$ cat src/design/i2css_defs.svh
`ifndef I2CSS_DEFS_SVH
`define I2CSS_DEFS_SVH

// ----------------------------------------
// Register offsets
// ----------------------------------------
`define I2CSS_OFS_CTRL 8'h00
`define I2CSS_OFS_STAT 8'h04
`define I2CSS_OFS_ADDR 8'h08
`define I2CSS_OFS_TXB 8'h0c
`define I2CSS_OFS_RXB 8'h10

// ----------------------------------------
// Control fields
// ----------------------------------------
`define I2CSS_CTRL_STRETCH_ENABLE 0
`define I2CSS_CTRL_REL 1
`define I2CSS_CTRL_TEN 2

// ----------------------------------------
// Status fields
// ----------------------------------------
`define I2CSS_ST_TBF 0
`define I2CSS_ST_RBF 1
`define I2CSS_ST_MATCH 2
`define I2CSS_ST_XMIT 3
`define I2CSS_ST_SLVF 4
`define I2CSS_ST_MSTF 5
`define I2CSS_ST_OVF 6

// ----------------------------------------
// Reset values and counts
// ----------------------------------------
`define I2CSS_REL_RST 1'b1
`define I2CSS_STRETCH_ENABLE_RST 1'b0
`define I2CSS_TEN_RST 1'b0
`define I2CSS_ADDR_RST 10'h000
`define I2CSS_TEN_HDR 5'h1e
`define I2CSS_LAST_BIT 4'h7
`define I2CSS_BITS 4'h8

`endif

$ cat src/design/i2css_pkg.sv
package i2css_pkg;

   typedef enum logic [2:0] {
      ST_IDLE = 3'b000,
      ST_ADDR = 3'b001,
      ST_ADDR2 = 3'b010,
      ST_RX = 3'b011,
      ST_ACK = 3'b100,
      ST_TX = 3'b101,
      ST_TX_ACK = 3'b110
   } i2css_state_type;

   typedef struct packed {
      logic scl;
      logic sda;
   } i2css_pins_type;

endpackage : i2css_pkg

$ cat src/design/i2css_core.sv
// Our own choices: the register offsets and the plain strobed port.
`timescale 1ns/1ns
`default_nettype none
// Notes on behaviour
// - Full 10-bit address match enters matched state; data bytes then follow.
// - Transmit ack on ninth falling edge with buffer empty clears release.
// - Transmit stretching happens whether or not stretch enable is set.
// - Release clear holds SCL low until software sets it again.
// - Transmit buffer loaded before ninth falling edge: no stretch.
// - Software may set release at any time, whatever the buffer state.
// - Receive with stretch enable holds SCL after each data byte not read before the ninth falling edge.
// - Receive ninth falling edge with buffer full clears release when stretch enable is set.
// - Receive buffer read before ninth falling edge: no stretch.
// - 10-bit address phase stretches when stretch enable is set.
// - After 10-bit addressing, data bytes stretch the same way.
// - With stretch enable, software may clear release, synced to SCL.
// - Clear drives SCL low only once SCL is sampled low.
// - Held SCL stays low until release set; others may hold longer.
// - Without stretch enable, software clears of release are ignored.
// - Master flag on master event; slave flag on addressed message.

`include "i2css_defs.svh"

module i2css_core (
   input wire logic clk,
   input wire logic sys_rst,
   input wire logic [7:0] reg_addr,
   input wire logic [15:0] reg_wdata,
   input wire logic reg_wr,
   input wire logic reg_rd,
   output logic [15:0] reg_rdata,
   input wire logic master_event,
   input wire i2css_pkg::i2css_pins_type pins_in,
   output logic scl_out,
   output logic scl_oe,
   output logic sda_out,
   output logic sda_oe
);
   import i2css_pkg::*;

   i2css_pins_type pins_s;
   logic scl_d_reg;
   logic sda_d_reg;
   logic scl_rise;
   logic scl_fall;
   logic start_det;
   logic stop_det;
   logic ctrl_wr;
   logic stat_wr;
   logic addr_wr;
   logic txb_wr;
   logic rxb_rd;
   logic stretch_enable_reg;
   logic ten_reg;
   logic rel_reg;
   logic [9:0] addr_reg;
   logic sw_rel_set;
   logic sw_rel_clr;
   logic auto_clr;
   i2css_state_type state_reg;
   i2css_state_type after_reg;
   i2css_state_type dec_after;
   logic dec_ack;
   logic [3:0] bitcnt_reg;
   logic [7:0] shreg_reg;
   logic [7:0] rxb_reg;
   logic [7:0] txb_reg;
   logic ack_reg;
   logic kind_reg;
   logic nack_reg;
   logic pend_reg;
   logic tbf_reg;
   logic rbf_reg;
   logic match_reg;
   logic slvf_reg;
   logic mstf_reg;
   logic ovf_reg;
   logic [7:0] byte_in;
   logic rx_state;
   logic byte_done;
   logic rx_store;
   logic ninth_fall;
   logic tx_reload;
   logic tx_load;
   logic hdr_ok;
   logic [15:0] rd_next;

   // ----------------------------------------
   // Pin sampling and bus conditions
   // ----------------------------------------
   i2css_sync #(.WIDTH(2)) u_sync (
      .clk(clk),
      .sys_rst(sys_rst),
      .din(pins_in),
      .dout(pins_s)
   );

   always_ff @(posedge clk) begin
      if (sys_rst) begin
         scl_d_reg <= 1'b1;
         sda_d_reg <= 1'b1;
      end else begin
         scl_d_reg <= pins_s.scl;
         sda_d_reg <= pins_s.sda;
      end
   end

   assign scl_rise = pins_s.scl && !scl_d_reg;
   assign scl_fall = !pins_s.scl && scl_d_reg;
   assign start_det = scl_d_reg && pins_s.scl && sda_d_reg && !pins_s.sda;
   assign stop_det = scl_d_reg && pins_s.scl && !sda_d_reg && pins_s.sda;

   // ----------------------------------------
   // Register decode
   // ----------------------------------------
   assign ctrl_wr = reg_wr && (reg_addr == `I2CSS_OFS_CTRL);
   assign stat_wr = reg_wr && (reg_addr == `I2CSS_OFS_STAT);
   assign addr_wr = reg_wr && (reg_addr == `I2CSS_OFS_ADDR);
   assign txb_wr = reg_wr && (reg_addr == `I2CSS_OFS_TXB);
   assign rxb_rd = reg_rd && (reg_addr == `I2CSS_OFS_RXB);

   always_ff @(posedge clk) begin
      if (sys_rst) begin
         stretch_enable_reg <= `I2CSS_STRETCH_ENABLE_RST;
         ten_reg <= `I2CSS_TEN_RST;
         addr_reg <= `I2CSS_ADDR_RST;
      end else begin
         if (ctrl_wr) begin
            stretch_enable_reg <= reg_wdata[`I2CSS_CTRL_STRETCH_ENABLE];
            ten_reg <= reg_wdata[`I2CSS_CTRL_TEN];
         end
         if (addr_wr) begin
            addr_reg <= reg_wdata[9:0];
         end
      end
   end

   // ----------------------------------------
   // Byte framing
   // ----------------------------------------
   assign byte_in = {shreg_reg[6:0], pins_s.sda};
   assign rx_state = (state_reg == ST_ADDR) || (state_reg == ST_ADDR2) ||
                     (state_reg == ST_RX);
   assign byte_done = scl_rise && rx_state &&
                      (bitcnt_reg == `I2CSS_LAST_BIT);
   assign rx_store = byte_done && (state_reg == ST_RX) && !rbf_reg;
   assign ninth_fall = (state_reg == ST_ACK) && scl_fall;
   assign tx_reload = (ninth_fall && (after_reg == ST_TX)) ||
                      ((state_reg == ST_TX_ACK) && scl_fall && !nack_reg);
   assign tx_load = tbf_reg && (tx_reload || pend_reg);
   assign hdr_ok = (byte_in[7:3] == `I2CSS_TEN_HDR) &&
                   (byte_in[2:1] == addr_reg[9:8]);

   always_comb begin
      dec_ack = 1'b0;
      dec_after = ST_IDLE;
      case (state_reg)
         ST_ADDR: begin
            if (ten_reg) begin
               if (hdr_ok && !byte_in[0]) begin
                  dec_ack = 1'b1;
                  dec_after = ST_ADDR2;
               end else if (hdr_ok && match_reg) begin
                  dec_ack = 1'b1;
                  dec_after = ST_TX;
               end
            end else if (byte_in[7:1] == addr_reg[6:0]) begin
               dec_ack = 1'b1;
               dec_after = byte_in[0] ? ST_TX : ST_RX;
            end
         end
         ST_ADDR2: begin
            if (byte_in == addr_reg[7:0]) begin
               dec_ack = 1'b1;
               dec_after = ST_RX;
            end
         end
         ST_RX: begin
            if (!rbf_reg) begin
               dec_ack = 1'b1;
               dec_after = ST_RX;
            end
         end
         default: begin
            dec_ack = 1'b0;
         end
      endcase
   end

   always_ff @(posedge clk) begin
      if (sys_rst) begin
         state_reg <= ST_IDLE;
         after_reg <= ST_IDLE;
         bitcnt_reg <= 4'h0;
         ack_reg <= 1'b0;
         kind_reg <= 1'b0;
         nack_reg <= 1'b0;
      end else if (start_det) begin
         state_reg <= ST_ADDR;
         bitcnt_reg <= 4'h0;
      end else if (stop_det) begin
         state_reg <= ST_IDLE;
      end else begin
         case (state_reg)
            ST_ADDR, ST_ADDR2, ST_RX: begin
               if (scl_rise) begin
                  bitcnt_reg <= bitcnt_reg + 4'h1;
               end
               if (byte_done) begin
                  ack_reg <= dec_ack;
                  after_reg <= dec_after;
                  kind_reg <= (state_reg == ST_RX);
               end
               if (scl_fall && bitcnt_reg == `I2CSS_BITS) begin
                  state_reg <= ST_ACK;
               end
            end
            ST_ACK: begin
               if (scl_fall) begin
                  state_reg <= after_reg;
                  bitcnt_reg <= 4'h0;
               end
            end
            ST_TX: begin
               if (scl_rise) begin
                  bitcnt_reg <= bitcnt_reg + 4'h1;
               end
               if (scl_fall && bitcnt_reg == `I2CSS_BITS) begin
                  state_reg <= ST_TX_ACK;
               end
            end
            ST_TX_ACK: begin
               if (scl_rise) begin
                  nack_reg <= pins_s.sda;
               end
               if (scl_fall) begin
                  state_reg <= nack_reg ? ST_IDLE : ST_TX;
                  bitcnt_reg <= 4'h0;
               end
            end
            default: begin
               state_reg <= ST_IDLE;
            end
         endcase
      end
   end

   // ----------------------------------------
   // Shifter and data buffers
   // ----------------------------------------
   always_ff @(posedge clk) begin
      if (sys_rst) begin
         shreg_reg <= 8'h00;
      end else if (tx_load) begin
         shreg_reg <= txb_reg;
      end else if (state_reg == ST_TX && scl_fall &&
                   bitcnt_reg != 4'h0 && bitcnt_reg != `I2CSS_BITS) begin
         shreg_reg <= {shreg_reg[6:0], 1'b0};
      end else if (scl_rise && rx_state) begin
         shreg_reg <= byte_in;
      end
   end

   always_ff @(posedge clk) begin
      if (sys_rst) begin
         rxb_reg <= 8'h00;
         rbf_reg <= 1'b0;
         ovf_reg <= 1'b0;
      end else begin
         if (rx_store) begin
            rxb_reg <= byte_in;
            rbf_reg <= 1'b1;
         end else if (rxb_rd) begin
            rbf_reg <= 1'b0;
         end
         if (byte_done && state_reg == ST_RX && rbf_reg) begin
            ovf_reg <= 1'b1;
         end else if (stat_wr && reg_wdata[`I2CSS_ST_OVF]) begin
            ovf_reg <= 1'b0;
         end
      end
   end

   always_ff @(posedge clk) begin
      if (sys_rst) begin
         txb_reg <= 8'h00;
         tbf_reg <= 1'b0;
         pend_reg <= 1'b0;
      end else begin
         if (txb_wr) begin
            txb_reg <= reg_wdata[7:0];
            tbf_reg <= 1'b1;
         end else if (tx_load) begin
            tbf_reg <= 1'b0;
         end
         if (stop_det) begin
            pend_reg <= 1'b0;
         end else if (tx_reload && !tbf_reg) begin
            pend_reg <= 1'b1;
         end else if (tx_load) begin
            pend_reg <= 1'b0;
         end
      end
   end

   // ----------------------------------------
   // Clock stretching
   // ----------------------------------------
   assign sw_rel_set = ctrl_wr && reg_wdata[`I2CSS_CTRL_REL];
   assign sw_rel_clr = ctrl_wr && !reg_wdata[`I2CSS_CTRL_REL] &&
                       stretch_enable_reg;
   assign auto_clr = (tx_reload && !tbf_reg) ||
                     (ninth_fall && kind_reg && stretch_enable_reg &&
                      rbf_reg) ||
                     (ninth_fall && !kind_reg && ten_reg && stretch_enable_reg &&
                      ack_reg);

   always_ff @(posedge clk) begin
      if (sys_rst) begin
         rel_reg <= `I2CSS_REL_RST;
      end else if (sw_rel_set) begin
         rel_reg <= 1'b1;
      end else if (auto_clr || sw_rel_clr) begin
         rel_reg <= 1'b0;
      end
   end

   always_ff @(posedge clk) begin
      if (sys_rst) begin
         scl_oe <= 1'b0;
      end else begin
         scl_oe <= !rel_reg && (scl_oe || !pins_s.scl);
      end
   end

   always_ff @(posedge clk) begin
      if (sys_rst) begin
         sda_oe <= 1'b0;
      end else begin
         sda_oe <= ((state_reg == ST_ACK) && ack_reg) ||
                   ((state_reg == ST_TX) && !pend_reg && !shreg_reg[7]);
      end
   end

   assign scl_out = 1'b0;
   assign sda_out = 1'b0;

   // ----------------------------------------
   // Event flags and address state
   // ----------------------------------------
   always_ff @(posedge clk) begin
      if (sys_rst) begin
         match_reg <= 1'b0;
         slvf_reg <= 1'b0;
         mstf_reg <= 1'b0;
      end else begin
         if (stop_det) begin
            match_reg <= 1'b0;
         end else if (byte_done && state_reg == ST_ADDR2) begin
            match_reg <= dec_ack;
         end
         if (ninth_fall && ack_reg && !kind_reg &&
             after_reg != ST_ADDR2) begin
            slvf_reg <= 1'b1;
         end else if (stat_wr && reg_wdata[`I2CSS_ST_SLVF]) begin
            slvf_reg <= 1'b0;
         end
         if (master_event) begin
            mstf_reg <= 1'b1;
         end else if (stat_wr && reg_wdata[`I2CSS_ST_MSTF]) begin
            mstf_reg <= 1'b0;
         end
      end
   end

   // ----------------------------------------
   // Read port
   // ----------------------------------------
   always_comb begin
      rd_next = 16'h0000;
      case (reg_addr)
         `I2CSS_OFS_CTRL: begin
            rd_next[`I2CSS_CTRL_STRETCH_ENABLE] = stretch_enable_reg;
            rd_next[`I2CSS_CTRL_REL] = rel_reg;
            rd_next[`I2CSS_CTRL_TEN] = ten_reg;
         end
         `I2CSS_OFS_STAT: begin
            rd_next[`I2CSS_ST_TBF] = tbf_reg;
            rd_next[`I2CSS_ST_RBF] = rbf_reg;
            rd_next[`I2CSS_ST_MATCH] = match_reg;
            rd_next[`I2CSS_ST_XMIT] = (state_reg == ST_TX) ||
                                      (state_reg == ST_TX_ACK);
            rd_next[`I2CSS_ST_SLVF] = slvf_reg;
            rd_next[`I2CSS_ST_MSTF] = mstf_reg;
            rd_next[`I2CSS_ST_OVF] = ovf_reg;
         end
         `I2CSS_OFS_ADDR: rd_next[9:0] = addr_reg;
         `I2CSS_OFS_TXB: rd_next[7:0] = txb_reg;
         `I2CSS_OFS_RXB: rd_next[7:0] = rxb_reg;
         default: rd_next = 16'h0000;
      endcase
   end

   always_ff @(posedge clk) begin
      if (sys_rst) begin
         reg_rdata <= 16'h0000;
      end else begin
         reg_rdata <= reg_rd ? rd_next : 16'h0000;
      end
   end

   // ----------------------------------------
   // Checks
   // ----------------------------------------
   property p_hold_low;
      @(posedge clk) disable iff (sys_rst)
      !rel_reg && !pins_s.scl |=> scl_oe;
   endproperty
   a_hold_low: assert property (p_hold_low)
      else $error("scl not held while release clear");

   property p_let_go;
      @(posedge clk) disable iff (sys_rst)
      rel_reg |=> !scl_oe;
   endproperty
   a_let_go: assert property (p_let_go)
      else $error("scl held after release");

   property p_tx_stretch;
      @(posedge clk) disable iff (sys_rst)
      tx_reload && !tbf_reg && !sw_rel_set |=> !rel_reg ##1 scl_oe;
   endproperty
   a_tx_stretch: assert property (p_tx_stretch)
      else $error("transmit did not stretch on empty buffer");

   property p_tx_nostr;
      @(posedge clk) disable iff (sys_rst)
      tx_reload && tbf_reg && rel_reg && !sw_rel_clr |=> rel_reg && !pend_reg;
   endproperty
   a_tx_nostr: assert property (p_tx_nostr)
      else $error("transmit stretched with buffer loaded");

   property p_rx_stretch;
      @(posedge clk) disable iff (sys_rst)
      ninth_fall && kind_reg && stretch_enable_reg && rbf_reg && !sw_rel_set
      |=> !rel_reg;
   endproperty
   a_rx_stretch: assert property (p_rx_stretch)
      else $error("receive did not stretch on full buffer");

   property p_rx_nostr;
      @(posedge clk) disable iff (sys_rst)
      ninth_fall && kind_reg && !rbf_reg && rel_reg && !sw_rel_clr
      |=> rel_reg;
   endproperty
   a_rx_nostr: assert property (p_rx_nostr)
      else $error("receive stretched with buffer empty");

   property p_sw_set;
      @(posedge clk) disable iff (sys_rst)
      sw_rel_set |=> rel_reg;
   endproperty
   a_sw_set: assert property (p_sw_set)
      else $error("software set of release lost");

   property p_sw_clr;
      @(posedge clk) disable iff (sys_rst)
      ctrl_wr && stretch_enable_reg && !reg_wdata[`I2CSS_CTRL_REL] |=> !rel_reg;
   endproperty
   a_sw_clr: assert property (p_sw_clr)
      else $error("software clear of release lost");

   property p_ignore;
      @(posedge clk) disable iff (sys_rst)
      ctrl_wr && !stretch_enable_reg && rel_reg && !auto_clr |=> rel_reg;
   endproperty
   a_ignore: assert property (p_ignore)
      else $error("release cleared while stretch disabled");

   property p_addr_str;
      @(posedge clk) disable iff (sys_rst)
      ninth_fall && !kind_reg && ten_reg && stretch_enable_reg && ack_reg &&
      !sw_rel_set |=> !rel_reg;
   endproperty
   a_addr_str: assert property (p_addr_str)
      else $error("10-bit address phase did not stretch");

   property p_full_match;
      @(posedge clk) disable iff (sys_rst)
      byte_done && state_reg == ST_ADDR2 && byte_in == addr_reg[7:0] &&
      !start_det && !stop_det |=> match_reg && after_reg == ST_RX;
   endproperty
   a_full_match: assert property (p_full_match)
      else $error("full address match not recorded");

   property p_flags;
      @(posedge clk) disable iff (sys_rst)
      master_event |=> mstf_reg;
   endproperty
   a_flags: assert property (p_flags)
      else $error("master event flag not set");

   property p_reset;
      @(posedge clk) disable iff (sys_rst)
      $past(sys_rst) |-> rel_reg && !stretch_enable_reg && !scl_oe;
   endproperty
   a_reset: assert property (p_reset)
      else $error("bad state after reset");

endmodule : i2css_core

`default_nettype wire

$ cat src/design/i2css_sync.sv
`timescale 1ns/1ns
`default_nettype none

module i2css_sync #(
   parameter int WIDTH = 2
) (
   input wire logic clk,
   input wire logic sys_rst,
   input wire logic [WIDTH-1:0] din,
   output logic [WIDTH-1:0] dout
);

   logic [WIDTH-1:0] meta_reg;

   // ----------------------------------------
   // Two stage synchroniser, idle high
   // ----------------------------------------
   always_ff @(posedge clk) begin
      if (sys_rst) begin
         meta_reg <= '1;
         dout <= '1;
      end else begin
         meta_reg <= din;
         dout <= meta_reg;
      end
   end

endmodule : i2css_sync

`default_nettype wire

$ cat config.mk
export PLATFORM = sky130hd
export DESIGN_NAME = i2css_core
export DESIGN_NICKNAME = d
export VERILOG_FILES = /design/src/design/i2css_pkg.sv /design/src/design/i2css_core.sv /design/src/design/i2css_sync.sv
export VERILOG_INCLUDE_DIRS = /design/src /design/src/design
export SDC_FILE = /design/constraint.sdc
export NUM_CORES = 1
export LEC_CHECK = 0
export BUFFER_PORTS_ARGS = -buffer_cell sky130_fd_sc_hd__buf_2
export CORE_MARGIN = 3
export CORE_UTILIZATION = 26
export CTS_BUF_LIST = sky130_fd_sc_hd__clkbuf_16
export DETAILED_ROUTE_END_ITERATION = 8
export PLACE_DENSITY_LB_ADDON = 0.25
export SYNTH_ARGS = -nofsm -noshare
export SYNTH_HDL_FRONTEND = slang
export SYNTH_SLANG_ARGS = --single-unit
export TNS_END_PERCENT = 20
$ cat constraint.sdc
create_clock -name clk -period 2.2 [get_ports clk]
set_clock_uncertainty 0.05 [all_clocks]
set_input_delay 0.22 -clock clk [delete_from_list [all_inputs] [get_ports clk]]
set_output_delay 0.22 -clock clk [all_outputs]
set_load 0.01 [all_outputs]
==> results.cfg <==
[outcome]
status = completed

[placement]
place.port_buffers = 36
dp_hpwl_microns = 7460
dpl-instance-area_sq_um = 4120
placed_cells = 633
pre_cts_ws_ns = 0.0447
place_congestion = 0.813

[grt]
track_usage_pct = 13.1
grt_pass1_wl_microns = 16300
grt_start_max_net_pins = 57
grt-ovfl-total = 0
grt_antenna_before_repair = 0
first_global_vias = 3069

[die]
die_area_sq_um = 15700
dieHeight_microns = 125
rows = 43
io_pins = 51
start_util_pct = 26.6
die_w_microns = 125
core_area_sq_um = 13900

[power]
power.total_mw = 3.10
pwr-share-seq_pct = 44.4
p_sw_uw = 689
p_int_mw = 2.41
p_per_area_nw_per_um2 = 697
power.share.combinational_pct = 4.6
ir_worst_vdd_uv = 748
leakage_nw = 1.83
sw_frac_of_total_pct = 22.2
clkPwrFrac_pct = 51.0

[timing]
hold_slack_ns = 0.0129
drv_slew = 0
worst_pin_slew_ns = 0.609
max_freq_ghz = 0.517
hold_viol = 0
setup_viol = 0
fin_crit_sh_pct = 88.0
setup_slack_ns = 0.265
fin_crit_ns = 1.94
rsz0062_at_grt = no
relSlewSlack_pct = 59.4
setup_tns_ns = 0

[setup_path]
path_class = register to register
start_kind = register
path_cells = nor2_1 -> nor4_4 -> nor3b_1 -> a211oi_1
cpLargestDelayFamily = simple AND/OR/NAND/NOR gates
crit_arrival_ns = 2.08
crit_slowest_cell = nor3b_1
endpoint_kind = register
worst_path_largest_cell_delay_ns = 0.52
worst-path-max-fanout = 9
crit_buf_inv = 0
critPathRequiredTime_ns = 2.34

[logic_synthesis]
synthFlopType = dfxtp_1
avgSynthCellArea_sq_um = 8.77
ys_types = 57
ys_warn_count = 0
synth_compound_area_share_pct = 14.2
yosys.area_share.xor_xnor_pct = 4.72
ys_async_sr_fraction_pct = 0
synthMuxAreaShare_pct = 9.88
syn-cell-area_sq_um = 3710
synth-seq-area-share_pct = 40.5
synth_edf_count = 0
synth-simple-area-share_pct = 23.6
synth_top_family_by_area = simple AND/OR/NAND/NOR gates
syn_inst = 423
ys_ff_latch = 75
synth_fa_ha_area_share_pct = 0.675

[clocking]
path_clk_slew_ns = 0.06
root_buffer = clkbuf_16
cts_tree = yes
cts_sinks = 75
clockBufferDepth = 2
cts_setup_buffers = 0
cts-resized-gates = 0
cts.htree.levels = 3
cts_made_buffers = 9
hold_buffers = 0
clk_latency_ns = 0.34

[cells_and_area]
syn2layout_area_growth_pct = 19.8
final_cells = 649
final_nets = 497
drive_gt1_share_pct = 22.2
diodes = 0
final_cell_area_sq_um = 4440
final_core_util_pct = 31.9

[detailed_routing]
drc_errors = 0
drtPass1Iterations = 6
dr_total_vias = 3132
routedWlPerCell_microns = 15.5
drt_iter0_drc = 199
postRouteWirelength_microns = 10000
drtAntennaViolNets = 0
vias_per_cell = 4.83

[flow_run]
drv_cap = 0

[hold_path]
hold_path_class = input pin to register
## synth_stat cells, drive strengths merged, types with 2 or more instances
master / count / area, sq um
a211oi: 11 / 82.6
a21oi: 33 / 165
a222oi: 3 / 30.0
a22oi: 6 / 45.0
a31oi: 2 / 12.5
a32oi: 3 / 26.3
and3: 4 / 25.0
and3b: 2 / 17.5
buf: 19 / 134
clkbuf: 19 / 71.3
dfxtp: 75 / 1500
ha: 2 / 25.0
inv: 8 / 30.0
mux2: 13 / 146
mux2i: 22 / 220
nand2: 42 / 158
nand2b: 7 / 43.8
nand3: 18 / 95.1
nand3b: 4 / 30.0
nand4: 4 / 25.0
nand4bb: 2 / 22.5
nor2: 46 / 173
nor2b: 7 / 43.8
nor3: 5 / 25.0
nor3b: 5 / 37.5
nor4: 5 / 67.6
o211ai: 2 / 15.0
o21ai: 8 / 40.0
o21bai: 2 / 15.0
or2: 5 / 31.3
or4: 3 / 26.3
xnor2: 11 / 96.3
xor2: 9 / 78.8
## power by group through the flow
stage	Combinational (mW)	Sequential, mW	Clock, mW
2_1_floorplan	0.0962	1.40	0
3_3_place_gp	0.142	1.41	0
3_5_place_dp	0.143	1.41	0
4_1_cts	0.144	1.38	1.62
5_1_grt	0.157	1.38	1.69
6_report	0.142	1.38	1.58
## cell families after synthesis
| kind of cell | count (synthesis) |
|---|---|
| AOI/OAI and AO/OA | 81 |
| xor gates and xnor gates | 20 |
| adders and majority gates | 2 |
| buffers and inverters | 46 |
| DFF | 75 |
| muxes | 35 |
| other | 1 |
| and+or+nand+nor | 163 |
## path summary, 6_finish.rpt
| kind | startpoint | endpoint | slack (ns) | cells past startpoint |
|---|---|---|---|---|
| max | state_reg[1] | after_reg[0] | 0.26 | 4 |
| max reg2reg | state_reg[1] | after_reg[0] | 0.26 | 4 |
| min reg2reg | u_sync.meta_reg[0] | u_sync.dout[0] | 0.36 | 1 |
| min | pins_in[0] | u_sync.meta_reg[0] | 0.01 | 2 |
## area by class of cell
| class | count | area [sq um] |
|---|---|---|
| timing repair buffer | 61 | 368 |
| inverter | 8 | 30.0 |
| clock inverter | 7 | 92.6 |
| fill | 1464 | 9490 |
| multi-input combinational | 309 | 2000 |
| sequential | 75 | 1500 |
| clock buffer | 9 | 225 |
| tap | 180 | 225 |
## worst reg2reg max path, stage by stage, from the launching register on
cell	delay, ns
dfxtp_1	0.49
nor2_1	0.18
nor4_4	0.41
nor3b_1	0.52
a211oi_1	0.14
## cell usage in the layout, fill, tap and decap left out, types with 13 or more instances in the layout
cell,n
nand3_1,17
buf_2,36
dfxtp_1,75
nor2_1,46
a21oi_1,33
nand2_1,42
mux2_2,13
buf_4,25
mux2i_1,22
## routing by layer
| layer | global-route usage, % | wire (microns) | vias to the layer above |
|---|---|---|---|
| li1 | - | - | 1555 |
| met1 | 16.5 | 4650 | 1500 |
| met2 | 21.6 | 4810 | 62 |
| met4 | 4.59 | 201 | 0 |
| met5 | 0 | 0 | - |
| met3 | 3.42 | 367 | 15 |
Power figures use the tool's default switching activity.
